`src/hdl/temp_scanner_params.svh`:
```
// constants for the eight-channel temperature scanner
// Notes on behaviour
// - channel count is one plus the sum of jumper weights one, two, four.
// - all three count jumpers are fitted at delivery, giving eight channels.
// - exactly one channel's data goes to the controller per scan, then advance.
// - after the last selected channel, presentation resumes at channel 0.
// - unselected channels are skipped; N channels refresh within N scans.
// - each input is converted to 12 bits continuously, scan independent.
// - conversion of any one channel finishes within 35 microseconds.
// - the device appears as a 16-point input: two 8-bit image bytes.
// - the image carries the presented channel's indication and its value.
// - low eight data bits in first byte, upper four bits in second.
// - value is unsigned binary, 0 through 4095, proportional to input.
`ifndef TEMP_SCANNER_PARAMS_SVH
`define TEMP_SCANNER_PARAMS_SVH

`define CLK_FREQ_MHZ      200
`define CONV_MAX_NS       35000
`define CONV_CYCLES       ((`CONV_MAX_NS * `CLK_FREQ_MHZ) / 1000)
`define SAR_STEP_CYCLES   8'h20
`define CODE_BITS         12
`define NUM_CHANNELS      8
`define JUMPER_DEFAULT    3'h7
`define CHAN_FIRST        3'h0
`define LOW_BYTE_LSB      0
`define HIGH_BITS_LSB     8
`define INDEX_POS_LSB     4
`define ADDR_CTRL         12'h000
`define ADDR_JUMPER       12'h004
`define ADDR_IMAGE        12'h008
`define ADDR_STATUS       12'h00c
`define ADDR_RESULT0      12'h010
`define CTRL_RESET        32'h0000_0001

`endif

```
`src/hdl/temp_scanner_pkg.sv`:
```
// types shared by the temperature scanner files
package temp_scanner_pkg;
  typedef logic [11:0] code_t;
  typedef logic [2:0]  chan_t;
  typedef enum logic [1:0] {CONV_IDLE, CONV_START, CONV_BUSY} conv_state_t;
endpackage : temp_scanner_pkg

```
`src/hdl/sar_converter.sv`:
```
// successive approximation converter sequencing all eight inputs
`timescale 1ns/1ps
`include "temp_scanner_params.svh"
module sar_converter
  import temp_scanner_pkg::*;
(
  // clock and reset
  input  wire logic       clk,
  input  wire logic       arst_n,
  // comparator front end
  input  wire logic       cmpAbove,
  output logic [11:0]     trialCode,
  output logic [2:0]      muxSel,
  // finished conversion
  output logic            resValid,
  output logic [2:0]      resChan,
  output logic [11:0]     resCode
);
  typedef struct packed {
    conv_state_t st;
    chan_t       chan;
    code_t       trial;
    logic [3:0]  bitIdx;
    logic [7:0]  step;
    logic [15:0] age;
    logic        valid;
    code_t       code;
    chan_t       doneChan;
  } sar_state_t;

  sar_state_t s_q, s_d;

  // one trial bit per settle period; twelve bits fit the limit with room
  always_comb begin
    s_d = s_q;
    s_d.valid = 1'b0;
    s_d.age = s_q.age + 16'h0001;
    unique case (s_q.st)
      CONV_IDLE: begin
        s_d.st = CONV_START;
      end
      CONV_START: begin
        s_d.trial = 12'h800;
        s_d.bitIdx = 4'hb;
        s_d.step = 8'h00;
        s_d.age = 16'h0000;
        s_d.st = CONV_BUSY;
      end
      CONV_BUSY: begin
        if (s_q.step == `SAR_STEP_CYCLES) begin
          s_d.step = 8'h00;
          if (!cmpAbove)
            s_d.trial[s_q.bitIdx] = 1'b0;
          if (s_q.bitIdx == 4'h0) begin
            s_d.valid = 1'b1;
            s_d.code = cmpAbove ? s_q.trial : (s_q.trial & ~12'h001);
            s_d.doneChan = s_q.chan; // name the input just converted
            s_d.chan = s_q.chan + 3'h1; // free-running, all inputs
            s_d.st = CONV_START;
          end else begin
            s_d.trial[s_q.bitIdx - 4'h1] = 1'b1;
            s_d.bitIdx = s_q.bitIdx - 4'h1;
          end
        end else begin
          s_d.step = s_q.step + 8'h01;
        end
      end
      default: s_d.st = CONV_IDLE;
    endcase
  end

  // state register
  always_ff @(posedge clk or negedge arst_n) begin
    if (!arst_n) begin
      s_q <= '0;
    end else begin
      s_q <= s_d;
    end
  end

  assign trialCode = s_q.trial;
  assign muxSel    = s_q.chan;
  assign resValid  = s_q.valid;
  assign resChan   = s_q.doneChan;
  assign resCode   = s_q.code;
endmodule : sar_converter

```
`src/hdl/image_buffer.sv`:
```
// two-entry buffer for presented image words
`timescale 1ns/1ps
`include "temp_scanner_params.svh"
module image_buffer
  import temp_scanner_pkg::*;
(
  // clock and reset
  input  wire logic        clk,
  input  wire logic        arst_n,
  // fill side
  input  wire logic        inValid,
  output logic             inReady,
  input  wire logic [15:0] inWord,
  // drain side
  output logic             outValid,
  input  wire logic        outReady,
  output logic [15:0]      outWord
);
  typedef struct packed {
    logic [1:0][15:0] mem;
    logic             wrPtr;
    logic             rdPtr;
    logic [1:0]       count;
  } buf_state_t;

  buf_state_t b_q, b_d;
  logic push;
  logic pop;

  // full blocks the filler, so a stalled reader loses nothing
  always_comb begin
    b_d = b_q;
    push = inValid && (b_q.count != 2'h2);
    pop = (b_q.count != 2'h0) && outReady;
    if (push) begin
      b_d.mem[b_q.wrPtr] = inWord;
      b_d.wrPtr = ~b_q.wrPtr;
    end
    if (pop)
      b_d.rdPtr = ~b_q.rdPtr;
    b_d.count = b_q.count + {1'b0, push} - {1'b0, pop};
  end

  // state register
  always_ff @(posedge clk or negedge arst_n) begin
    if (!arst_n) begin
      b_q <= '0;
    end else begin
      b_q <= b_d;
    end
  end

  assign inReady  = (b_q.count != 2'h2);
  assign outValid = (b_q.count != 2'h0);
  assign outWord  = b_q.mem[b_q.rdPtr];
endmodule : image_buffer

```
`src/hdl/temp_scanner.sv`:
```
// eight-channel temperature scanner with apb access and scan image
//
// The APB register port and the register offsets were chosen for this implementation.
`timescale 1ns/1ps
`include "temp_scanner_params.svh"
module temp_scanner
  import temp_scanner_pkg::*;
(
  // clock and reset
  input  wire logic        clk,
  input  wire logic        arst_n,
  // apb slave
  input  wire logic        psel,
  input  wire logic        penable,
  input  wire logic        pwrite,
  input  wire logic [11:0] paddr,
  input  wire logic [31:0] pwdata,
  output logic [31:0]      prdata,
  output logic             pready,
  output logic             pslverr,
  // controller scan port
  input  wire logic        scanStrobe,
  output logic             imageValid,
  input  wire logic        imageReady,
  output logic [7:0]       lowDataImageByte,
  output logic [7:0]       highDataImageByte,
  // converter front end
  input  wire logic        cmpAbove,
  output logic [11:0]      trialCode,
  output logic [2:0]       muxSel
);
  // ------------------------------------------------------------
  // state
  // ------------------------------------------------------------
  typedef struct packed {
    logic [2:0]       jumpers;
    logic             scanRun;
    chan_t            nextChan;
    chan_t            shownChan;
    logic [7:0][11:0] result;
    logic [7:0]       fresh;
    logic [31:0]      rdata;
    logic [15:0]      scanCount;
  } top_state_t;

  top_state_t t_q, t_d;
  logic        resValid;
  logic [2:0]  resChan;
  logic [11:0] resCode;
  logic        bufReady;
  logic        pushWord;
  logic [15:0] pushImage;
  logic [15:0] outWord;
  logic        apbWr;
  logic        apbRd;

  // last channel index for the jumper setting
  function automatic chan_t last_chan(input logic [2:0] j);
    last_chan = j; // count is 1 + 4a + 2b + c, index is that minus one
  endfunction : last_chan

  // pack channel index and code into the 16-point image
  function automatic logic [15:0] pack_image(input chan_t c,
                                             input code_t v);
    logic [15:0] w;
    w = 16'h0000;
    w[`HIGH_BITS_LSB +: 8] = {1'b0, c, v[11:8]};
    w[`LOW_BYTE_LSB +: 8] = v[7:0];
    pack_image = w;
  endfunction : pack_image

  // result window: one word per channel from the first result offset;
  // subtracting the base keeps the decode right for any base address
  function automatic logic is_result_addr(input logic [11:0] a);
    logic [11:0] off;
    off = a - `ADDR_RESULT0;
    is_result_addr = (off[11:5] == 7'h00) && (off[1:0] == 2'h0);
  endfunction : is_result_addr

  // channel slot addressed inside the result window
  function automatic chan_t result_slot(input logic [11:0] a);
    logic [11:0] off;
    off = a - `ADDR_RESULT0;
    result_slot = off[4:2];
  endfunction : result_slot

  // ------------------------------------------------------------
  // converter and output buffer
  // ------------------------------------------------------------
  sar_converter u_conv (
    .clk      (clk),
    .arst_n   (arst_n),
    .cmpAbove (cmpAbove),
    .trialCode(trialCode),
    .muxSel   (muxSel),
    .resValid (resValid),
    .resChan  (resChan),
    .resCode  (resCode)
  );

  image_buffer u_buf (
    .clk     (clk),
    .arst_n  (arst_n),
    .inValid (pushWord),
    .inReady (bufReady),
    .inWord  (pushImage),
    .outValid(imageValid),
    .outReady(imageReady),
    .outWord (outWord)
  );

  // ------------------------------------------------------------
  // scan sequencing and register file
  // ------------------------------------------------------------
  assign apbWr = psel && penable && pwrite;
  assign apbRd = psel && !penable && !pwrite;
  // a scan is only taken while the buffer has room, never dropped
  assign pushWord = scanStrobe && t_q.scanRun && bufReady;
  assign pushImage = pack_image(t_q.nextChan, t_q.result[t_q.nextChan]);

  // next state: results, scan sequencing, register writes and reads
  always_comb begin
    t_d = t_q;
    if (resValid) begin
      t_d.result[resChan] = resCode; // latest value kept
      t_d.fresh[resChan] = 1'b1;
    end
    if (pushWord) begin
      // one channel per scan, whole word at once
      t_d.shownChan = t_q.nextChan;
      t_d.scanCount = t_q.scanCount + 16'h0001;
      if (t_q.nextChan >= last_chan(t_q.jumpers))
        t_d.nextChan = `CHAN_FIRST; // wrap, skip unused
      else
        t_d.nextChan = t_q.nextChan + 3'h1;
      if (!(resValid && resChan == t_q.nextChan))
        t_d.fresh[t_q.nextChan] = 1'b0;
    end
    if (apbWr) begin
      unique case (paddr)
        `ADDR_CTRL: begin
          t_d.scanRun = pwdata[0];
          if ((pwdata & `CTRL_RESET) != 32'h0 && pwdata[1])
            t_d.nextChan = `CHAN_FIRST;
        end
        `ADDR_JUMPER: begin
          t_d.jumpers = pwdata[2:0];
          t_d.nextChan = `CHAN_FIRST;
        end
        default: ;
      endcase
    end
    if (apbRd) begin
      if (is_result_addr(paddr))
        t_d.rdata = {20'h0, t_q.result[result_slot(paddr)]};
      else
        unique case (paddr)
          `ADDR_CTRL:   t_d.rdata = {31'h0, t_q.scanRun};
          `ADDR_JUMPER: t_d.rdata = {29'h0, t_q.jumpers};
          `ADDR_IMAGE:  t_d.rdata = {16'h0, outWord};
          `ADDR_STATUS: t_d.rdata = {t_q.scanCount, t_q.fresh,
                                     5'h0, t_q.shownChan};
          default:      t_d.rdata = 32'h0;
        endcase
    end
  end

  // state register; jumpers come up all fitted, eight channels
  always_ff @(posedge clk or negedge arst_n) begin
    if (!arst_n) begin
      t_q <= '0;
      t_q.jumpers <= `JUMPER_DEFAULT;
      t_q.scanRun <= 1'b1;
    end else begin
      t_q <= t_d;
    end
  end

  // image bytes come straight from the buffer's flip-flops
  assign lowDataImageByte  = outWord[`LOW_BYTE_LSB +: 8];
  assign highDataImageByte = outWord[`HIGH_BITS_LSB +: 8];

  // zero-wait apb: data registered in setup, answered in access
  assign pready  = 1'b1;
  assign prdata  = t_q.rdata;
  assign pslverr = 1'b0;
endmodule : temp_scanner

```
`config.mk`:
```
export PLATFORM = sky130hd
export DESIGN_NAME = temp_scanner
export DESIGN_NICKNAME = d
export VERILOG_FILES = /design/src/hdl/temp_scanner_pkg.sv /design/src/hdl/sar_converter.sv /design/src/hdl/image_buffer.sv /design/src/hdl/temp_scanner.sv
export VERILOG_INCLUDE_DIRS = /design/src /design/src/hdl
export SDC_FILE = /design/constraint.sdc
export NUM_CORES = 1
export LEC_CHECK = 0
export BUFFER_PORTS_ARGS = -buffer_cell sky130_fd_sc_hd__buf_2
export CAP_MARGIN = 20
export CORE_MARGIN = 8
export CORE_UTILIZATION = 50
export CTS_CLUSTER_SIZE = 30
export DETAILED_ROUTE_END_ITERATION = 8
export GPL_ROUTABILITY_DRIVEN = 1
export PLACE_DENSITY = 0.78
export SYNTH_ARGS = -nofsm -noshare
export SYNTH_HDL_FRONTEND = slang
export SYNTH_SLANG_ARGS = --single-unit
```
`constraint.sdc`:
```
create_clock -name clk -period 2.45 [get_ports clk]
set_input_delay 0.49 -clock clk [delete_from_list [all_inputs] [get_ports clk]]
set_output_delay 0.49 -clock clk [all_outputs]
set_load 0.03 [all_outputs]
```
==> summary.txt, run 1 <==
STA
  • Actual slew at the worst max-slew pin: 0.617 ns
  • Fin crit period: 2.22 ns
  • Final worst-path cycle share: 0.905
  • Clk_skew: 0.0180 ns
  • RSZ-0062 raised after global routing: no
  • # setup viols final: 0
  • Rel. slew slack: 0.585
  • Final hold viol count: 0
  • Setup Total Neg Slack: 0 ns
  • F_max: 0.451 GHz
  • Fin. max-slew vios: 0

Logic synthesis
  • Synthesized area per cell: 11.7 um2
  • Post-synth top area cell: dfrtp_1
  • Seq/Total Area, Yosys: 0.496
  • Synth warn: 0
  • Fraction of registers with async set/reset: 1.00
  • Flop and latch count out of synthesis: 241
  • Post-synth EDFFs: 0
  • Synthesized cell area: 12200 um2
  • Post-synthesis cell type count: 65
  • Mapped Cells: 1036
  • Main synth FF type: dfrtp_1
  • Post-synth top area share: 0.487
  • Ranking of synthesized cells by area: dfrtp_1 (49%), mux2_2 (11%), mux4_2 (9.1%)

Route
  • Total vias in the final route: 8461
  • Iteration-0 DRC Markers: 781
  • Drt wl/cell: 20.1 um
  • Drt drc: 0
  • Antenna-violating nets left: 0
  • Final WL: 28.7 mm
  • DRT Pass-1 Iters: 5
  • Vias per cell: 5.91

Status
  • Status: completed

Layout
  • Area of the multi-input gates: 5470 um2
  • Commonest cells after routing, fill and taps aside: dfrtp_1 (237), nand2_1 (150), mux2_2 (123), buf_2 (84), mux4_2 (49)
  • P&R area growth vs syn: 12.5%
  • Share of cells above drive strength 1: 0.332
  • Fillers: 1981
  • Number of antenna diodes: 0
  • Final Net Count: 1156
  • Fin cells: 1431
  • Commonest non-fill, non-tap cell in the layout: dfrtp_1
  • FF+latch area: 6040 um2

Place
  • DPL Wire Length: 19.0 mm
  • IO buf count: 85
  • Placed Cells: 1384
  • Final GP Congestion: 0.868

Die
  • Site Rows: 57
  • Die width: 172 um
  • Die extent in y: 172 um
  • Starting Density: 0.505
  • Die area: 29600 um2
  • Core ar.: 24100 um2
  • IO Count: 118

CTS
  • CTS root buffer: clkbuf_16
  • Clk sink count: 241
  • CTS max path bufs: 3
  • TritonCTS clock tree: done
  • TritonCTS Buffers: 25
  • Post-CTS Setup Bufs: 0
  • H-tree levels: 1
  • Worst skew pair latency: 0.53 ns
  • Worst-path clk slew: 0.06 ns

Global routing
  • GRT Resource Usage Total: 0.196
  • Vias in the first global route: 8620
  • Met3 usage: 0.0475
  • Initial antenna violation count: 0
  • Met1 GRT Util: 0.266
  • First-pass GRT wire length: 46.4 mm
  • Global routing usage on met2: 0.311
  • Busiest grt layer: met2
  • Largest net degree at the start of global routing: 63
  • Grt ovf: 0

Worst setup path
  • Largest stage delay on the critical path: 0.41 ns
  • Crit-path cells: buf_4, mux2_2, buf_2
  • Worst Path Arrival: 1.73 ns
  • Req. time, crit path: 1.96 ns
  • Setup CP Type: reg -> out
  • Worst path slowest cell: mux2_2
  • Critical Path Source Type: flop
  • Crit. End Element: output pin
  • Worst Path Max Fanout: 15

Power and ir drop
  • Worst-case vdd ir drop: 495 uV
  • PwrDens: 617 nW/um2
  • Pleak: 6.57 nW

Job
  • Max cap viols: 0

Hold path
  • Hold WC Path Type: in -> reg
## final timing paths
kind / startpoint / cells past startpoint / end / slack, ns
worst max register to register: u_conv.s_q[32]$_DFFE_PN0P_ / 8 / u_conv.s_q[60]$_DFFE_PN0P_ / 0.26
max in group asynchronous: arst_n / 3 / t_q[109]$_DFFE_PN0P_ / 1.27
worst max-delay path: u_buf.b_q[2]$_DFFE_PN0P_ / 3 / lowDataImageByte[2] / 0.23
worst min register to register: t_q[154]$_DFFE_PN0N_ / 2 / t_q[154]$_DFFE_PN0N_ / 0.47
worst min-delay path: pwdata[2] / 2 / t_q[161]$_DFFE_PN1P_ / 0.20
min in group asynchronous: arst_n / 2 / t_q[8]$_DFFE_PN0N_ / 0.51
## synth_stat cells, types with 4 or more instances
cell,count
xnor2_1,21
a22o_1,20
clkbuf_1,47
nand2b_1,7
o21ai_0,27
nand4_1,9
inv_1,19
nor4_1,6
nor2_1,49
buf_2,9
and3_1,5
mux2i_1,11
nor3b_1,5
mux4_2,49
nor3_1,10
xor2_1,8
dfstp_2,4
ha_1,16
mux2_2,123
dfrtp_1,237
nand2_1,150
nor2b_1,5
nand4b_1,9
a21oi_1,25
a31oi_1,17
buf_4,50
a41oi_1,12
nand3_1,30
## sequential cells by signal, indices dropped and copies added, names as in the netlist
signal            flops
pushImage             3
u_conv.trialCode     12
u_conv.resCode       12
u_conv.muxSel         3
u_conv.resValid       1
u_buf.b_q            34
t_q                 127
u_conv.s_q           14
u_conv.resChan        3
prdata               32
## where the power goes
| group | total [mW] | internal (mW) | switching (mW) | leakage (nW) |
|---|---|---|---|---|
| Sequential | 4.04 | 4.02 | 0.0212 | 3.27 |
| Combinational | 0.486 | 0.180 | 0.306 | 2.89 |
| Clock | 3.92 | 2.35 | 1.58 | 0.407 |
| Total | 8.44 | 6.54 | 1.90 | 6.57 |
## layout make-up
type	count	share of cell area
multi-input cells	666	0.399
flip-flops and latches	241	0.441
clock buffers	35	0.0492
repair buffers	132	0.0632
clock inverters	11	0.0121
well taps	324	0.0296
inverters	22	0.00603
## kinds of logic after synthesis
logic type      after synthesis  share of synthesized area
flops                       241                      0.496
compound gates              127                     0.0708
simple gates                305                      0.120
xor+xnor                     29                     0.0209
buf+inv                     130                     0.0577
other cells                   2                   0.000617
mux                         186                      0.217
fa+ha+maj                    16                     0.0165
## worst max-delay path: cells and delay by family (launching register included)
family,cells,cell delay [ns]
buffers and inverters,2,0.44
DFF,1,0.35
muxes,1,0.41
## routing by layer
metal,wire [um],part of all wire,vias to the layer above
met1,12400,0.43,4324
li1,-,-,3790
met3,2480,0.086,48
met4,539,0.019,0
met5,0,0,-
met2,13300,0.46,299
## stage by stage
step	area, um2	hold WS [ns]	total power [mW]	setup WS, ns	util
after floorplan	12200	0.194	4.40	0.0353	-
after global placement	12800	0.452	4.59	0.129	0.533
after detailed placement	12800	0.465	4.60	0.0704	0.533
after CTS	13700	0.189	8.50	0.116	0.568
after global routing	13700	0.185	8.72	0.147	0.568
final	13700	0.201	8.44	0.233	0.568
## repair_timing
item | CTS | global route
setup endpoints to repair | 0 | 3
hold endpoints to repair | 53 | 0
gates resized for setup | 0 | 1
hold buffers | 1 | 0
No activity file was read; power rests on OpenSTA's default activity.
==> run 2, diff against run 1 <==
--- a/config.mk
+++ b/config.mk
@@ -16,2 +16,3 @@
 export PLACE_DENSITY = 0.78
+export SETUP_SLACK_MARGIN = 0.1
 export SYNTH_ARGS = -nofsm -noshare
==> constraint.sdc (replaced) <==
create_clock -name clk -period 2.45 [get_ports clk]
set_input_delay 0.245 -clock clk [delete_from_list [all_inputs] [get_ports clk]]
set_output_delay 0.245 -clock clk [all_outputs]
set_load 0.03 [all_outputs]
==> run 2 against run 1 <==
  * Wire length fell by 1.6%
  * Cell area barely moved
  * Clock skew rose by 0.0078 ns
  * Register-to-register slack barely moved
  * Sequential power barely moved
  * Maximum frequency rose by 1.2%
  * Critical path type is now reg -> reg
  * Critical endpoint is now u_conv.trialCode[8]$_DFFE_PN0P_
==> summary.txt, run 2 (synthesized netlist as in run 1, its figures left out) <==
Power and ir drop
  • Pleak: 6.56 nW
  • PwrDens: 619 nW/um2
  • Combinational Power Share: 0.057
  • Int Pwr: 6.57 mW
  • Seq pwr share: 0.477
  • Net switching power: 1.89 mW
  • Clock power share: 0.466
  • Sw frac: 0.224
  • Worst-case vdd ir drop: 562 uV

Layout
  • Commonest non-fill, non-tap cell in the layout: dfrtp_1
  • Final Net Count: 1151
  • Design Area, Final: 13700 um2
  • Fin cells: 1425
  • Share of cells above drive strength 1: 0.331
  • Fillers: 1951
  • Area of the multi-input gates: 5460 um2
  • Max reg flops: 127
  • Top reg by flops: t_q
  • P&R area growth vs syn: 12.4%
  • Commonest cells after routing, fill and taps aside: dfrtp_1 (237), nand2_1 (150), mux2_2 (123), buf_2 (84), mux4_2 (49)
  • FF+latch area: 6040 um2
  • Number of antenna diodes: 0

Route
  • Final WL: 28.2 mm
  • DRT Pass-1 Iters: 5
  • Total vias in the final route: 8373
  • Antenna-violating nets left: 0
  • Drt drc: 0
  • Vias per cell: 5.88
  • Iteration-0 DRC Markers: 758
  • Drt wl/cell: 19.8 um

Worst setup path
  • Setup CP Type: reg -> reg
  • Worst Path Arrival: 2.60 ns
  • Crit. End Element: flop
  • Req. time, crit path: 2.86 ns
  • Critical Path Source Type: flop
  • Worst Path Max Fanout: 9

Die
  • Die area: 29600 um2
  • Core ar.: 24100 um2
  • Die width: 172 um
  • IO Count: 118
  • Starting Density: 0.505
  • Die extent in y: 172 um
  • Site Rows: 57

CTS
  • Post-CTS Hold Fix Bufs: 4
  • Worst skew pair latency: 0.54 ns
  • TritonCTS clock tree: done
  • CTS root buffer: clkbuf_16
  • Post-CTS sizing: 0
  • Clk sink count: 241
  • H-tree levels: 1
  • Post-CTS Setup Bufs: 0
  • TritonCTS Buffers: 26
  • CTS max path bufs: 3
  • Worst-path clk slew: 0.06 ns

Place
  • Dpl ws: 0.222 ns
  • DPL Wire Length: 18.7 mm
  • Placed Cells: 1375
  • Placed Area: 12800 um2
  • IO buf count: 85
  • Final GP Congestion: 0.876

STA
  • Setup Total Neg Slack: 0 ns
  • Actual slew at the worst max-slew pin: 0.716 ns
  • Final setup margin: 0.260 ns
  • Final hold slack: 0.0428 ns
  • Rel. slew slack: 0.523
  • Final worst-path cycle share: 0.894
  • Clk_skew: 0.0257 ns
  • # setup viols final: 0
  • Fin crit period: 2.19 ns
  • F_max: 0.457 GHz
  • Final hold viol count: 0
  • Fin. max-slew vios: 0
  • RSZ-0062 raised after global routing: no

Hold path
  • Hold WC Path Type: in -> reg

Global routing
  • GRT Resource Usage Total: 0.194
  • Initial antenna violation count: 0
  • Vias in the first global route: 8421
  • Grt ovf: 0
  • First-pass GRT wire length: 46.1 mm
  • Largest net degree at the start of global routing: 77

Status
  • Status: completed

Job
  • Max cap viols: 0
[run 2: changes by cell type in the layout (fill, tap and decap cells not counted), sizes merged]
cell / before / now
clkbuf: 35 / 39
bufinv: 4 / 1
dlygate4sd3: 1 / 4
buf: 131 / 122
inv: 21 / 20
[run 2: worst max-delay path, cell delays in order (launching register included)]
cell      delay, ns
dfrtp_1        0.40
inv_1          0.12
ha_1           0.16
nor3b_1        0.24
a21boi_0       0.21
nor2_1         0.59
nand2_1        0.12
a22o_1         0.25
[run 2: per-layer routing]
layer	part of all wire	vias up	global-route usage
met5	0	-	0
met4	0.020	0	0.0431
met3	0.074	47	0.0345
met2	0.46	325	0.311
met1	0.44	4225	0.272
li1	-	3776	-
[run 2: power groups by stage]
stage               sequential [mW]  combinational (mW)  clock [mW]
floorplan                      4.10               0.292           0
global placement               4.11               0.474           0
detailed placement             4.11               0.484           0
CTS                            4.04               0.491        3.99
global route                   4.04               0.527        4.14
finish                         4.04               0.482        3.94
[run 2: per-stage QoR]
step | power (mW) | util
3_3_place_gp | 4.58 | 0.529
6_report | 8.46 | 0.568
5_1_grt | 8.71 | 0.568
4_1_cts | 8.52 | 0.568
3_5_place_dp | 4.60 | 0.529
2_1_floorplan | 4.40 | -
[run 2: final timing paths]
path,slack (ns),depth (start not counted),start,end
max,0.26,7,u_conv.s_q[32]$_DFFE_PN0P_,u_conv.trialCode[8]$_DFFE_PN0P_
max in group asynchronous,1.32,3,arst_n,t_q[86]$_DFFE_PN0P_
min reg2reg,0.47,2,prdata[3]$_DFFE_PN0P_,prdata[3]$_DFFE_PN0P_
min,0.04,3,cmpAbove,u_conv.resCode[0]$_DFFE_PN0P_
max reg2reg,0.26,7,u_conv.s_q[32]$_DFFE_PN0P_,u_conv.trialCode[8]$_DFFE_PN0P_
min in group asynchronous,0.28,2,arst_n,prdata[25]$_DFFE_PN0P_
[run 2: cell type report]
type	instances	area share
repair buffers	126	0.0596
clock inverters	7	0.00540
well taps	324	0.0296
inverters	22	0.00604
multi-input cells	666	0.399
flip-flops and latches	241	0.441
clock buffers	39	0.0592
